<file path="config.mk">
export PLATFORM = sky130hd
export DESIGN_NAME = hls_switch
export DESIGN_NICKNAME = d
export VERILOG_FILES = /design/src/include/hls_pkg.sv /design/src/rtl/hls_switch.sv
export VERILOG_INCLUDE_DIRS = /design/src /design/src/include
export SDC_FILE = /design/constraint.sdc
export NUM_CORES = 1
export LEC_CHECK = 0
export BUFFER_PORTS_ARGS = -buffer_cell sky130_fd_sc_hd__clkbuf_2
export CAP_MARGIN = 10
export CORE_ASPECT_RATIO = 1.4
export CORE_MARGIN = 2
export CORE_UTILIZATION = 45
export DETAILED_ROUTE_END_ITERATION = 7
export GPL_ROUTABILITY_DRIVEN = 1
export PLACE_DENSITY = 0.68
export SLEW_MARGIN = 10
export SYNTH_ARGS = -nofsm -noshare
export SYNTH_HDL_FRONTEND = slang
export SYNTH_SLANG_ARGS = --single-unit
</file>
<file path="constraint.sdc">
create_clock -name clk -period 1.9 [get_ports clk]
set_clock_uncertainty 0.05 [all_clocks]
set_input_delay 0.095 -clock clk [delete_from_list [all_inputs] [get_ports clk]]
set_output_delay 0.095 -clock clk [all_outputs]
set_load 0.05 [all_outputs]
</file>
<file path="src/include/hls_defines.svh">
`ifndef HLS_DEFINES_SVH
`define HLS_DEFINES_SVH
// release hold of a sustained tri-state line before letting go, in clocks
`define HLS_REL_HOLD_CLKS 2'h1
// quiet gap after release before a new owner may drive, in clocks
`define HLS_OWN_GAP_CLKS 2'h1
// message slot count in the unacknowledged table
`define HLS_MSG_SLOTS 4
// reset value of the link select: smbus
`define HLS_SEL_RST 1'h0
`endif

</file>
<file path="src/include/hls_pkg.sv">
package hls_pkg;
  typedef enum logic [1:0] {
    HLS_LINK_SMB = 2'b00,
    HLS_LINK_PCIE = 2'b01,
    HLS_LINK_OFF = 2'b10
  } hls_link_t;
  typedef enum logic [1:0] {
    HLS_OWN_IDLE = 2'b00,
    HLS_OWN_DRIVE = 2'b01,
    HLS_OWN_HIGH = 2'b10,
    HLS_OWN_GAP = 2'b11
  } hls_own_t;
endpackage

</file>
<file path="src/rtl/hls_switch.sv">
`timescale 1ns/1ps
`include "hls_defines.svh"
// Functional notes
// While link_reset_n is high all traffic goes over the pcie link.
// While link_reset_n is low traffic goes over the smbus link.
// A packet still in progress when link_reset_n falls is dropped.
// On moving to smbus every unacknowledged in-band message is resent over smbus.
// The management engine and platform hub decide when to move to smbus.
// A sustained tri-state line has one driver, is driven high a clock before release, and a new owner waits a clock.
// With device_disable_n low the device is disabled.
// On moving back to pcie every unacknowledged in-band message is resent over pcie.
// link_reset_n is synchronised before it selects the link, so the switch is one clean edge.
module hls_switch #(
  parameter int SLOTS = `HLS_MSG_SLOTS
) (
  input wire logic clk,
  input wire logic sys_rst,
  input wire logic link_reset_pin_n,
  input wire logic device_disable_n,
  // packet in flight from the phy core
  input wire logic pkt_active,
  // in-band message sent: slot index and strobe
  input wire logic msg_sent,
  input wire logic [$clog2(SLOTS)-1:0] msg_sent_idx,
  input wire logic msg_ack,
  input wire logic [$clog2(SLOTS)-1:0] msg_ack_idx,
  // resend port: accepted by the link engine when resend_ready
  input wire logic resend_ready,
  // sustained tri-state line request from the core (drive low when asserted)
  input wire logic sts_req,
  input wire logic sts_in,
  output logic sts_out,
  output logic sts_oe,
  output logic sel_pcie,
  output logic sel_smb,
  output logic pkt_drop,
  output logic resend_valid,
  output logic [$clog2(SLOTS)-1:0] resend_idx,
  output logic dev_enabled
);
  localparam int IW = $clog2(SLOTS);
  logic [2:0] rst_sync;
  logic [2:0] dis_sync;
  logic link_up;
  logic enabled;
  logic [SLOTS-1:0] pend;
  logic [SLOTS-1:0] resend_set;
  hls_pkg::hls_own_t own;
  hls_pkg::hls_own_t next_own;
  // lowest pending slot; used for the resend pick
  function automatic logic [IW-1:0] first_set(input logic [SLOTS-1:0] v);
    logic [IW-1:0] r;
    r = '0;
    for (int i = SLOTS - 1; i >= 0; i--) begin
      if (v[i]) begin
        r = IW'(i);
      end
    end
    return r;
  endfunction

  // three-stage sync, change taken when stages 2 and 3 agree
  always_ff @(posedge clk) begin
    if (sys_rst) begin
      rst_sync <= 3'h0;
      dis_sync <= 3'h0;
    end else begin
      rst_sync <= {rst_sync[1:0], link_reset_pin_n};
      dis_sync <= {dis_sync[1:0], device_disable_n};
    end
  end

  wire rst_agree = rst_sync[2] == rst_sync[1];
  wire dis_agree = dis_sync[2] == dis_sync[1];
  wire next_link_up = rst_agree ? rst_sync[2] : link_up;
  wire next_enabled = dis_agree ? dis_sync[2] : enabled;
  wire link_change = next_link_up != link_up;
  wire link_fall = link_up && !next_link_up;
  // resend whenever the link moves while enabled; a disable discards the table
  wire do_resend = link_change && next_enabled;
  wire fire = resend_valid && resend_ready;

  // filtered levels: link choice and device enable
  always_ff @(posedge clk) begin
    if (sys_rst) begin
      link_up <= `HLS_SEL_RST;
      enabled <= 1'h0;
    end else begin
      link_up <= next_link_up;
      enabled <= next_enabled;
    end
  end

  // select follows the filtered reset; disable parks both
  always_ff @(posedge clk) begin
    if (sys_rst) begin
      sel_pcie <= 1'h0;
      sel_smb <= 1'h0;
      dev_enabled <= 1'h0;
    end else begin
      sel_pcie <= next_enabled && next_link_up;
      sel_smb <= next_enabled && !next_link_up;
      dev_enabled <= next_enabled;
    end
  end

  // drop pulse when the link falls mid-packet
  always_ff @(posedge clk) begin
    if (sys_rst) begin
      pkt_drop <= 1'h0;
    end else begin
      pkt_drop <= link_fall && pkt_active;
    end
  end

  // unacknowledged table; a send in the same cycle as an ack wins
  always_comb begin
    resend_set = pend;
    if (msg_ack) begin
      resend_set[msg_ack_idx] = 1'b0;
    end
    if (msg_sent) begin
      resend_set[msg_sent_idx] = 1'b1;
    end
    if (!enabled) begin
      resend_set = '0;
    end
  end

  always_ff @(posedge clk) begin
    if (sys_rst) begin
      pend <= '0;
    end else begin
      pend <= resend_set;
    end
  end

  // walk pending slots out on the new link after each switch
  logic [SLOTS-1:0] queue;
  always_ff @(posedge clk) begin
    if (sys_rst) begin
      queue <= '0;
      resend_valid <= 1'h0;
      resend_idx <= '0;
    end else begin
      if (do_resend) begin
        queue <= resend_set;
        resend_valid <= 1'h0;
      end else if (!enabled) begin
        queue <= '0;
        resend_valid <= 1'h0;
      end else if (!resend_valid || fire) begin
        resend_valid <= |queue;
        resend_idx <= first_set(queue);
        queue <= queue & ~(SLOTS'(|queue) << first_set(queue));
      end
    end
  end

  // ownership sequence: drive low, drive high one clock, release, gap
  always_comb begin
    next_own = own;
    case (own)
      hls_pkg::HLS_OWN_IDLE: begin
        if (sts_req && enabled && sts_in) begin
          next_own = hls_pkg::HLS_OWN_DRIVE;
        end
      end
      hls_pkg::HLS_OWN_DRIVE: begin
        if (!sts_req || !enabled) begin
          next_own = hls_pkg::HLS_OWN_HIGH;
        end
      end
      hls_pkg::HLS_OWN_HIGH: next_own = hls_pkg::HLS_OWN_GAP;
      hls_pkg::HLS_OWN_GAP: next_own = hls_pkg::HLS_OWN_IDLE;
      default: next_own = hls_pkg::HLS_OWN_IDLE;
    endcase
  end

  always_ff @(posedge clk) begin
    if (sys_rst) begin
      own <= hls_pkg::HLS_OWN_IDLE;
      sts_out <= 1'h1;
      sts_oe <= 1'h0;
    end else begin
      own <= next_own;
      sts_out <= next_own != hls_pkg::HLS_OWN_DRIVE;
      sts_oe <= next_own == hls_pkg::HLS_OWN_DRIVE || next_own == hls_pkg::HLS_OWN_HIGH;
    end
  end
endmodule

</file>
==> results.json, run 1 <==
{
  "finalSetupTns_ns": 0,
  "period_needed_ns": 1.78,
  "die_w_um": 43.0,
  "cts_buffer_depth": 2,
  "cts.sinks": 26,
  "hpwl_mm": 1.26,
  "core_mm2": 0.00200,
  "path_max_fanout": 4,
  "worstPathArrival_ns": 1.99,
  "max_freq_ghz": 0.561,
  "status": "finished, final reports clean",
  "p_total_w": 0.000865,
  "vias_per_cell": 5.05,
  "ios": 23,
  "fp.dieH_um": 58.6,
  "hold_class": "input pin to register",
  "clkLatencyLatePin_ns": 0.32,
  "hold_violations": 0,
  "final_nets": 145,
  "clkPwrFrac": 0.311,
  "overflow": 0,
  "drcViolationCount": 0,
  "grtUsageTotal": 0.151,
  "grt_pass1_wl_mm": 2.82,
  "initial_core_util": 0.479,
  "top_usage_layer": "met2",
  "crit_type": "register to register",
  "grt_max_degree": 18,
  "io_buffers": 22,
  "cp-end-kind": "register",
  "syn_nets": 115,
  "switching_power_w": 0.000175,
  "path_clk_slew_ns": 0.13,
  "synth_cell_type_count": 26,
  "powerDensity_mw_per_mm2": 737,
  "antenna_found_initial": 0,
  "antenna_left": 0,
  "num_vias": 753,
  "worst_ir_drop_vdd_mv": 0.564,
  "grt_use_met3": 0.0184,
  "post_drt_wl_per_cell_um": 11.2,
  "cts-buffers-inserted": 3,
  "grt_pass1_vias": 709,
  "drv_slew": 0,
  "fin_util": 0.588,
  "drive_gt1_frac": 0.250,
  "syn_area_per_cell_um2": 9.67,
  "combPwrFrac": 0.049,
  "p_int_w": 0.000689,
  "seqPwrFrac": 0.641,
  "drtPass1Iterations": 4,
  "crit_required_ns": 2.11,
  "dieArea_mm2": 0.00252,
  "place.gp.congestion": 0.766,
  "met2_usage": 0.275,
  "swShare": 0.203,
  "post-route-period-util": 0.938,
  "cp-start-kind": "register",
  "htreeDepth": 1,
  "relSlewSlack": 0.790,
  "hold-worst-slack_ns": 0.0398,
  "setup-violations-final": 0,
  "drt_iter0_markers": 9,
  "maxCapViolCount": 0,
  "fp-row-count": 19,
  "synth_warnings": 0,
  "syn_inst": 99,
  "grt_use_met1": 0.157,
  "worst_slew_pin_slew_ns": 0.315,
  "antennaDiodeCount": 0,
  "routed_wl_mm": 1.67,
  "ys_ff_latch": 26,
  "synth_area_um2": 957,
  "area_growth_pct": 22.6,
  "cts_tree": "yes",
  "root_buffer": "clkbuf_4",
  "p_leak_nw": 0.465,
  "seq_area_frac_synth": 0.544,
  "rsz0062_at_grt": "false"
}
## path summary, 6_finish.rpt
| kind | startpoint | to | slack, ns | cells past startpoint |
|---|---|---|---|---|
| setup / recovery | link_up$_SDFF_PP0_ | resend_idx[1]$_SDFFE_PP0P_ | 0.12 | 7 |
| hold / removal | msg_sent_idx[1] | pend[2]$_SDFF_PP0_ | 0.04 | 3 |
| setup reg to reg | link_up$_SDFF_PP0_ | resend_idx[1]$_SDFFE_PP0P_ | 0.12 | 7 |
| hold reg to reg | dis_sync[0]$_SDFF_PP0_ | dis_sync[1]$_SDFF_PP0_ | 0.40 | 1 |
## cell families (layout without fill, tap and decap cells)
logic type,count (synthesis),after routing,share of synthesized area
fa+ha+maj,2,2,0.0261
mux,1,1,0.0118
compound gates,24,24,0.165
buf+inv,6,35,0.0235
simple gates,40,40,0.230
flops,26,26,0.544
## cell usage in the layout (no fill, tap or decap)
cell / netlist / routed
clkbuf_2: 0 / 22
inv_1: 5 / 5
dlygate4sd3_1: 0 / 3
o21ai_1: 2 / 3
a21oi_1: 8 / 8
nand3_1: 4 / 4
buf_4: 0 / 1
nand3b_4: 0 / 1
a21o_1: 1 / 1
clkbuf_8: 0 / 1
nor2_1: 8 / 8
nand2b_1: 3 / 3
o21ai_0: 5 / 4
a31o_1: 2 / 2
and2_1: 2 / 2
o22ai_1: 2 / 2
ha_1: 2 / 2
dfxtp_2: 0 / 1
or4_1: 1 / 1
a32oi_1: 2 / 2
dfxtp_1: 26 / 25
nand2_1: 7 / 7
mux2_2: 1 / 1
clkbuf_4: 0 / 3
or2_1: 1 / 1
o21bai_4: 1 / 1
o2111ai_1: 1 / 1
or3_1: 2 / 2
nor2b_1: 9 / 9
nor3_1: 1 / 1
nor2b_4: 1 / 1
## per-layer routing
metal	wire, um	up-vias
met3	53	5
met2	878	17
met1	684	334
met4	56	0
met5	0	-
li1	-	397
## synth_stat cells
master	n	area (um^2)
dfxtp_1	26	521
nor2b_1	9	56.3
a21oi_1	8	40.0
nor2_1	8	30.0
nand2_1	7	26.3
inv_1	5	18.8
o21ai_0	5	25.0
nand3_1	4	20.0
nand2b_1	3	18.8
a31o_1	2	17.5
a32oi_1	2	17.5
and2_1	2	12.5
ha_1	2	25.0
o21ai_1	2	10.0
o22ai_1	2	12.5
or3_1	2	12.5
a21o_1	1	7.51
clkbuf_1	1	3.75
mux2_2	1	11.3
nand3b_2	1	11.3
nor2b_4	1	13.8
nor3_1	1	5.00
o2111ai_1	1	8.76
o21bai_4	1	18.8
or2_1	1	6.26
or4_1	1	7.51
## power groups by stage
| stage | sequential (W) | clock (W) | combinational, W |
|---|---|---|---|
| after global placement | 0.000566 | 0 | 0.0000361 |
| final | 0.000554 | 0.000269 | 0.0000421 |
| after detailed placement | 0.000566 | 0 | 0.0000375 |
| after global routing | 0.000555 | 0.000297 | 0.0000473 |
| after CTS | 0.000554 | 0.000281 | 0.0000425 |
| after floorplan | 0.000566 | 0 | 0.0000148 |
## flip-flops by register name, summed over array words and instances (netlist names), 2 cells and up
name	count
pend	4
queue	4
dis_sync	3
rst_sync	3
own	2
resend_idx	2
## repair_timing
| action | CTS | global route |
|---|---|---|
| buffers inserted | 0 | 0 |
| hold endpoints to repair | 3 | 0 |
| setup endpoints to repair | 0 | 1 |
| hold buffers | 3 | 0 |
| resized for setup | 0 | 3 |
## layout make-up
class / instances / area, um^2
Sequential cell: 26 / 522
Fill cell: 193 / 823
Inverter: 5 / 18.8
Clock buffer: 4 / 36.3
Multi-Input combinational cell: 67 / 423
Tap cell: 21 / 26.3
Timing Repair Buffer: 26 / 148
## through the flow
stage / worst slack (ns) / area (um^2) / std cells
floorplan: 0.102 / 957 / 99
detailed placement: 0.0546 / 1100 / 142
CTS: 0.0289 / 1160 / 149
global placement: 0.120 / 1100 / 142
finish: 0.119 / 1170 / 149
global route: 0.0362 / 1170 / 149
## worst max-delay path, stage by stage, from the launching register on
cell and delay, ns:
dfxtp_2 0.36, a21o_1 0.11, o21ai_1 0.07, ha_1 0.28
o21bai_4 0.13, nand3b_4 0.10, or4_1 0.47, a21oi_1 0.15
(Power assumes the default switching activity.)
==> inputs of run 2 (changes only) <==
--- a/config.mk
+++ b/config.mk
@@ -6,11 +6,12 @@
 export SDC_FILE = /design/constraint.sdc
 export NUM_CORES = 1
 export LEC_CHECK = 0
+export ABC_AREA = 1
 export BUFFER_PORTS_ARGS = -buffer_cell sky130_fd_sc_hd__clkbuf_2
-export CAP_MARGIN = 10
+export CAP_MARGIN = 20
 export CORE_ASPECT_RATIO = 1.4
 export CORE_MARGIN = 2
-export CORE_UTILIZATION = 45
+export CORE_UTILIZATION = 46
 export DETAILED_ROUTE_END_ITERATION = 7
 export GPL_ROUTABILITY_DRIVEN = 1
 export PLACE_DENSITY = 0.68
==> results.json, run 2 <==
{
  "ys_async_sr_fraction": 0,
  "endpoint": "resend_idx[1]$_SDFFE_PP0P_",
  "grt_max_degree": 21,
  "synth_top_cell_area_share": 0.496,
  "final_nets": 185,
  "r2r_end": "resend_idx[1]$_SDFFE_PP0P_",
  "path_clk_slew_ns": 0.14,
  "synth_area_mm2": 0.00105,
  "post_drt_wl_per_cell_um": 9.70,
  "post-route-period-util": 0.858,
  "fp.dieH_um": 60.5,
  "cts.sinks": 26,
  "max_freq_ghz": 0.613,
  "num_vias": 915,
  "r2r_slack_ns": 0.27,
  "crit_required_ns": 2.08,
  "synth_top_cell_by_area": "dfxtp_1",
  "hpwl_mm": 1.46,
  "rsz0062_at_grt": "false",
  "synth_edf_count": 0,
  "synth_flop_cell": "dfxtp_1",
  "drv_slew": 0,
  "ff_latch_area_um2": 520,
  "path_max_fanout": 6,
  "crit_path_top_delay_cell": "dfxtp_1",
  "ys_ff_latch": 26,
  "fin_util": 0.578,
  "dieArea_mm2": 0.00268,
  "cts_buffer_depth": 2,
  "worstPathArrival_ns": 1.81,
  "area_growth_pct": 20.0,
  "worst_ir_drop_vdd_mv": 0.837,
  "maxCapViolCount": 0,
  "hold_class": "input pin to register",
  "die_w_um": 44.4,
  "final_common_cell": "dfxtp_1",
  "seq_area_frac_synth": 0.496,
  "overflow": 0,
  "cts-buffers-inserted": 3,
  "ys_top_cells_by_area": "dfxtp_1, inv_1, nor2_1",
  "syn_area_per_cell_um2": 7.44,
  "cts-resized-gates": 0,
  "drcViolationCount": 0,
  "root_buffer": "clkbuf_4",
  "syn_inst": 141,
  "antenna_found_initial": 0,
  "hold-worst-slack_ns": -0.000475,
  "clkLatencyLatePin_ns": 0.33,
  "synthTopCellsByCount": "dfxtp_1, inv_1, nor2_1, nand2_1, nand3_1",
  "syn_nets": 157,
  "crit_path_cell_trace": "nand2_1 > nand2_1 > o21ai_1 > ha_1 > inv_1 > a21oi_4 > nand3_1 > nand2_1 > nor2_1",
  "dp_slack_ns": 0.309,
  "multi_input_area_um2": 420,
  "worst_slew_pin_slew_ns": 0.395,
  "htreeDepth": 1,
  "violations": "negative hold slack",
  "grt_pass1_wl_mm": 3.39,
  "place.gp.congestion": 0.751,
  "cp-end-kind": "register",
  "most-common-layout-cells": "dfxtp_1, inv_1, nor2_1",
  "synth_cell_type_count": 19,
  "vias_per_cell": 4.82,
  "io_buffers": 22,
  "cp_num_cells": 9,
  "antenna_left": 0,
  "drt_iter0_markers": 14,
  "relSlewSlack": 0.736,
  "cts_tree": "yes",
  "drive_gt1_frac": 0.190,
  "p_leak_nw": 0.609,
  "yosysMostFrequentCell": "dfxtp_1",
  "status": "finished, violations left",
  "synth_warnings": 0,
  "cpMostUsedCell": "nand2_1",
  "hold_violations": 1,
  "setup-violations-final": 0,
  "powerDensity_mw_per_mm2": 775,
  "setup_ws_ns": 0.270,
  "routed_wl_mm": 1.84,
  "crit_buf_inv": 1,
  "cp-startpoint": "link_up$_SDFF_PP0_",
  "initial_core_util": 0.482,
  "cp-start-kind": "register",
  "crit_type": "register to register",
  "grtUsageTotal": 0.170,
  "grt_pass1_vias": 903,
  "core_mm2": 0.00218,
  "top_regs": "pend: 4 flops, queue: 4 flops",
  "finalSetupTns_ns": 0,
  "r2r_start": "link_up$_SDFF_PP0_",
  "antennaDiodeCount": 0,
  "crit_family": "flip-flops",
  "fillers": 216,
  "drtPass1Iterations": 4,
  "fp-row-count": 20,
  "worst_path_largest_cell_delay_ns": 0.39,
  "ff2ff_path_depth": 9,
  "ios": 23,
  "period_needed_ns": 1.63
}
## run 2: cell count changes after synthesis, moves of 3 or more
| cell | delta |
|---|---|
| nand2_1 | +17 |
| nor2_1 | +17 |
| nand3_1 | +7 |
| nor2b_1 | -9 |
| nand2b_1 | -3 |
| nand4_1 | +3 |
| inv_1 | +20 |
## run 2: cell families (layout without fill, tap and decap cells)
logic type      count (synthesis)  after routing  share of synthesized area
simple gates                   68             68                      0.278
buf+inv                        28             55                      0.103
flops                          26             26                      0.496
fa+ha+maj                       2              2                     0.0239
compound gates                 17             17                     0.0990
## run 2: worst min path at each step
| stage | from | cells after the start | slack [ns] | end |
|---|---|---|---|---|
| floorplan | device_disable_n | 2 | 0.15 | dis_sync[0]$_SDFF_PP0_ |
| global placement | device_disable_n | 3 | 0.24 | dis_sync[0]$_SDFF_PP0_ |
| detailed placement | device_disable_n | 3 | 0.24 | dis_sync[0]$_SDFF_PP0_ |
| CTS | msg_sent_idx[1] | 3 | 0.0005 | pend[3]$_SDFF_PP0_ |
| global route | msg_sent | 3 | 0.004 | pend[1]$_SDFF_PP0_ |
| finish | msg_sent_idx[1] | 3 | -0.0005 | pend[3]$_SDFF_PP0_ |
## run 2: layer usage
layer	vias to the layer above	routed length (um)	GRT usage
li1	491	-	-
met1	408	794	0.185
met2	12	953	0.296
met3	4	61	0.0446
met4	0	33	0.0952
met5	-	0	0
## run 2: final cells by class
cell class | instances | share of cell area
clock buffer | 3 | 0.0179
clock inverter | 1 | 0.0239
inverter | 26 | 0.0775
multi-input combinational | 87 | 0.334
sequential | 26 | 0.414
tap | 22 | 0.0219
timing repair buffer | 25 | 0.111
## run 2: per-stage QoR
stage	total power, W	instance area [um^2]	instances
global route	0.00101	1260	190
detailed placement	0.000609	1180	183
CTS	0.000983	1260	190
floorplan	0.000589	1050	141
global placement	0.000607	1180	183
finish	0.000976	1260	190
## run 2: power by group
part	switching, W	internal [W]
clock	0.000161	0.000214
combinational	0.0000276	0.0000211
sequential	0.00000222	0.000551
## run 2: repair_timing
action | 4_1_cts | 5_1_grt
setup endpoints to repair | 0 | 0
hold buffers | 3 | 0
endpoints found under the hold margin | 3 | 0
setup buffers | 0 | 0
## run 2: worst register-to-register path, cell delays in order, from the launching register on
cell     delay, ns
dfxtp_1       0.39
nand2_1       0.06
nand2_1       0.05
o21ai_1       0.11
ha_1          0.37
inv_1         0.09
a21oi_4       0.21
nand3_1       0.09
nand2_1       0.07
nor2_1        0.04
==> inputs of run 3 (changes only) <==
--- a/config.mk
+++ b/config.mk
@@ -15,6 +15,7 @@
 export DETAILED_ROUTE_END_ITERATION = 7
 export GPL_ROUTABILITY_DRIVEN = 1
 export PLACE_DENSITY = 0.68
+export REMOVE_ABC_BUFFERS = 1
 export SLEW_MARGIN = 10
 export SYNTH_ARGS = -nofsm -noshare
 export SYNTH_HDL_FRONTEND = slang
==> constraint.sdc (replaced) <==
create_clock -name clk -period 1.9 [get_ports clk]
set_clock_uncertainty 0.05 [all_clocks]
set_input_delay 0.095 -clock clk [delete_from_list [all_inputs] [get_ports clk]]
set_output_delay 0.095 -clock clk [all_outputs]
set_load 0.01 [all_outputs]
==> results.json, run 3 (synthesis gave the netlist of run 2 again) <==
{
  "worst_slew_pin_slew_ns": 0.402,
  "combPwrFrac": 0.057,
  "setup-violations-final": 0,
  "p_total_w": 0.000875,
  "grtUsageTotal": 0.154,
  "clkPwrFrac": 0.311,
  "path_clk_slew_ns": 0.13,
  "powerDensity_mw_per_mm2": 698,
  "htreeDepth": 1,
  "worst_ir_drop_vdd_mv": 0.474,
  "ff2ff_path_depth": 8,
  "p_leak_nw": 0.606,
  "drcViolationCount": 0,
  "final_common_cell": "dfxtp_1",
  "rsz0062_at_grt": "false",
  "initial_core_util": 0.482,
  "path_max_fanout": 4,
  "crit_type": "register to register",
  "r2r_slack_ns": 0.27,
  "drt_iter0_markers": 12,
  "p_int_w": 0.000690,
  "area_growth_pct": 19.5,
  "drtPass1Iterations": 4,
  "dp_slack_ns": 0.245,
  "fp-row-count": 20,
  "r2r_end": "resend_idx[0]$_SDFFE_PP0P_",
  "antenna_found_initial": 0,
  "cts_buffer_depth": 2,
  "setup_ws_ns": 0.265,
  "vias_per_cell": 4.88,
  "core_mm2": 0.00218,
  "hold_violations": 0,
  "maxCapViolCount": 0,
  "overflow": 0,
  "switching_power_w": 0.000184,
  "grt_pass1_wl_mm": 3.12,
  "cp-end-kind": "register",
  "seqPwrFrac": 0.632,
  "stdcell_area_mm2": 0.00125,
  "antenna_left": 0,
  "hold_class": "input pin to register",
  "hold_end": "pend[1]$_SDFF_PP0_",
  "drv_slew": 0,
  "crit_required_ns": 2.08,
  "dieArea_mm2": 0.00268,
  "swShare": 0.211,
  "top_regs": "pend: 4 flops, queue: 4 flops",
  "placedInstanceArea_mm2": 0.00118,
  "fin_util": 0.575,
  "io_buffers": 22,
  "root_buffer": "clkbuf_4",
  "most-common-layout-cells": "dfxtp_1, inv_1, nor2_1",
  "post-route-period-util": 0.860,
  "cp-start-kind": "register",
  "routed_wl_mm": 1.82,
  "r2r_start": "link_up$_SDFF_PP0_",
  "relSlewSlack": 0.732,
  "cts_tree": "yes",
  "status": "finished, final reports clean",
  "final_nets": 186,
  "drive_gt1_frac": 0.189,
  "clkLatencyLatePin_ns": 0.32,
  "ios": 23,
  "max_freq_ghz": 0.612,
  "fp.dieH_um": 60.5,
  "period_needed_ns": 1.63,
  "finalSetupTns_ns": 0,
  "worstPathArrival_ns": 1.82,
  "grt_max_degree": 21,
  "place.gp.congestion": 0.701,
  "cts-buffers-inserted": 3,
  "cts.sinks": 26,
  "hp-start": "msg_sent_idx[0]",
  "num_vias": 933,
  "worstHoldPathCells": 3,
  "die_w_um": 44.4,
  "antennaDiodeCount": 0,
  "hpwl_mm": 1.41,
  "grt_pass1_vias": 857,
  "post_drt_wl_per_cell_um": 9.53
}
-- run 3: cell count changes in the layout (fill, tap and decap cells not counted) --
cell and delta:
dlygate4sd3_1 +1, bufinv_16 -1, clkbuf_8 +1
-- run 3: worst max path at each step --
stage	startpoint	to	slack, ns	cells past startpoint
floorplan	link_up$_SDFF_PP0_	resend_idx[0]$_SDFFE_PP0P_	0.46	9
global placement	link_up$_SDFF_PP0_	resend_idx[1]$_SDFFE_PP0P_	0.35	9
detailed placement	link_up$_SDFF_PP0_	resend_idx[0]$_SDFFE_PP0P_	0.24	8
CTS	link_up$_SDFF_PP0_	resend_idx[0]$_SDFFE_PP0P_	0.23	8
global route	link_up$_SDFF_PP0_	resend_idx[0]$_SDFFE_PP0P_	0.12	8
finish	link_up$_SDFF_PP0_	resend_idx[0]$_SDFFE_PP0P_	0.27	8
-- run 3: power by group through the flow --
stage	clock network [W]	registers, W	logic (W)
after floorplan	0	0.000564	0.0000190
after global placement	0	0.000564	0.0000424
after detailed placement	0	0.000565	0.0000436
after CTS	0.000280	0.000553	0.0000501
after global routing	0.000308	0.000554	0.0000560
final	0.000272	0.000553	0.0000497
-- run 3: worst max-delay path, stage by stage (launching register included) --
cell and delay [ns]:
dfxtp_1 0.38, nand2_1 0.06, nand2_1 0.05, o21ai_1 0.11, ha_1 0.35, o21ai_0 0.29
nor2_1 0.10, nor2_1 0.11, nor2_1 0.06
-- run 3: per-layer routing --
metal  global-route usage  vias up  wire length, um
li1                     -      491                -
met1                0.171      417              800
met2                0.275       21              920
met3               0.0268        4               70
met4               0.0866        0               28
met5                    0        -                0
-- run 3: what timing repair did --
action	CTS	global route
gates resized for setup	0	0
endpoints found under the hold margin	4	0
setup buffers	0	0
hold buffers	4	0
-- run 3: area by class of cell --
class	count	area [um^2]
repair buffers	26	150
fillers	213	925
flip-flops and latches	26	520
well taps	22	27.5
clock buffers	4	36.3
inverters	26	97.6
multi-input cells	87	420
-- run 3: through the flow --
step	instances	hold slack [ns]
after global placement	183	0.242
final	191	0.00788
after CTS	191	0.00699
after floorplan	139	0.107
after global routing	191	0.0121
after detailed placement	183	0.244
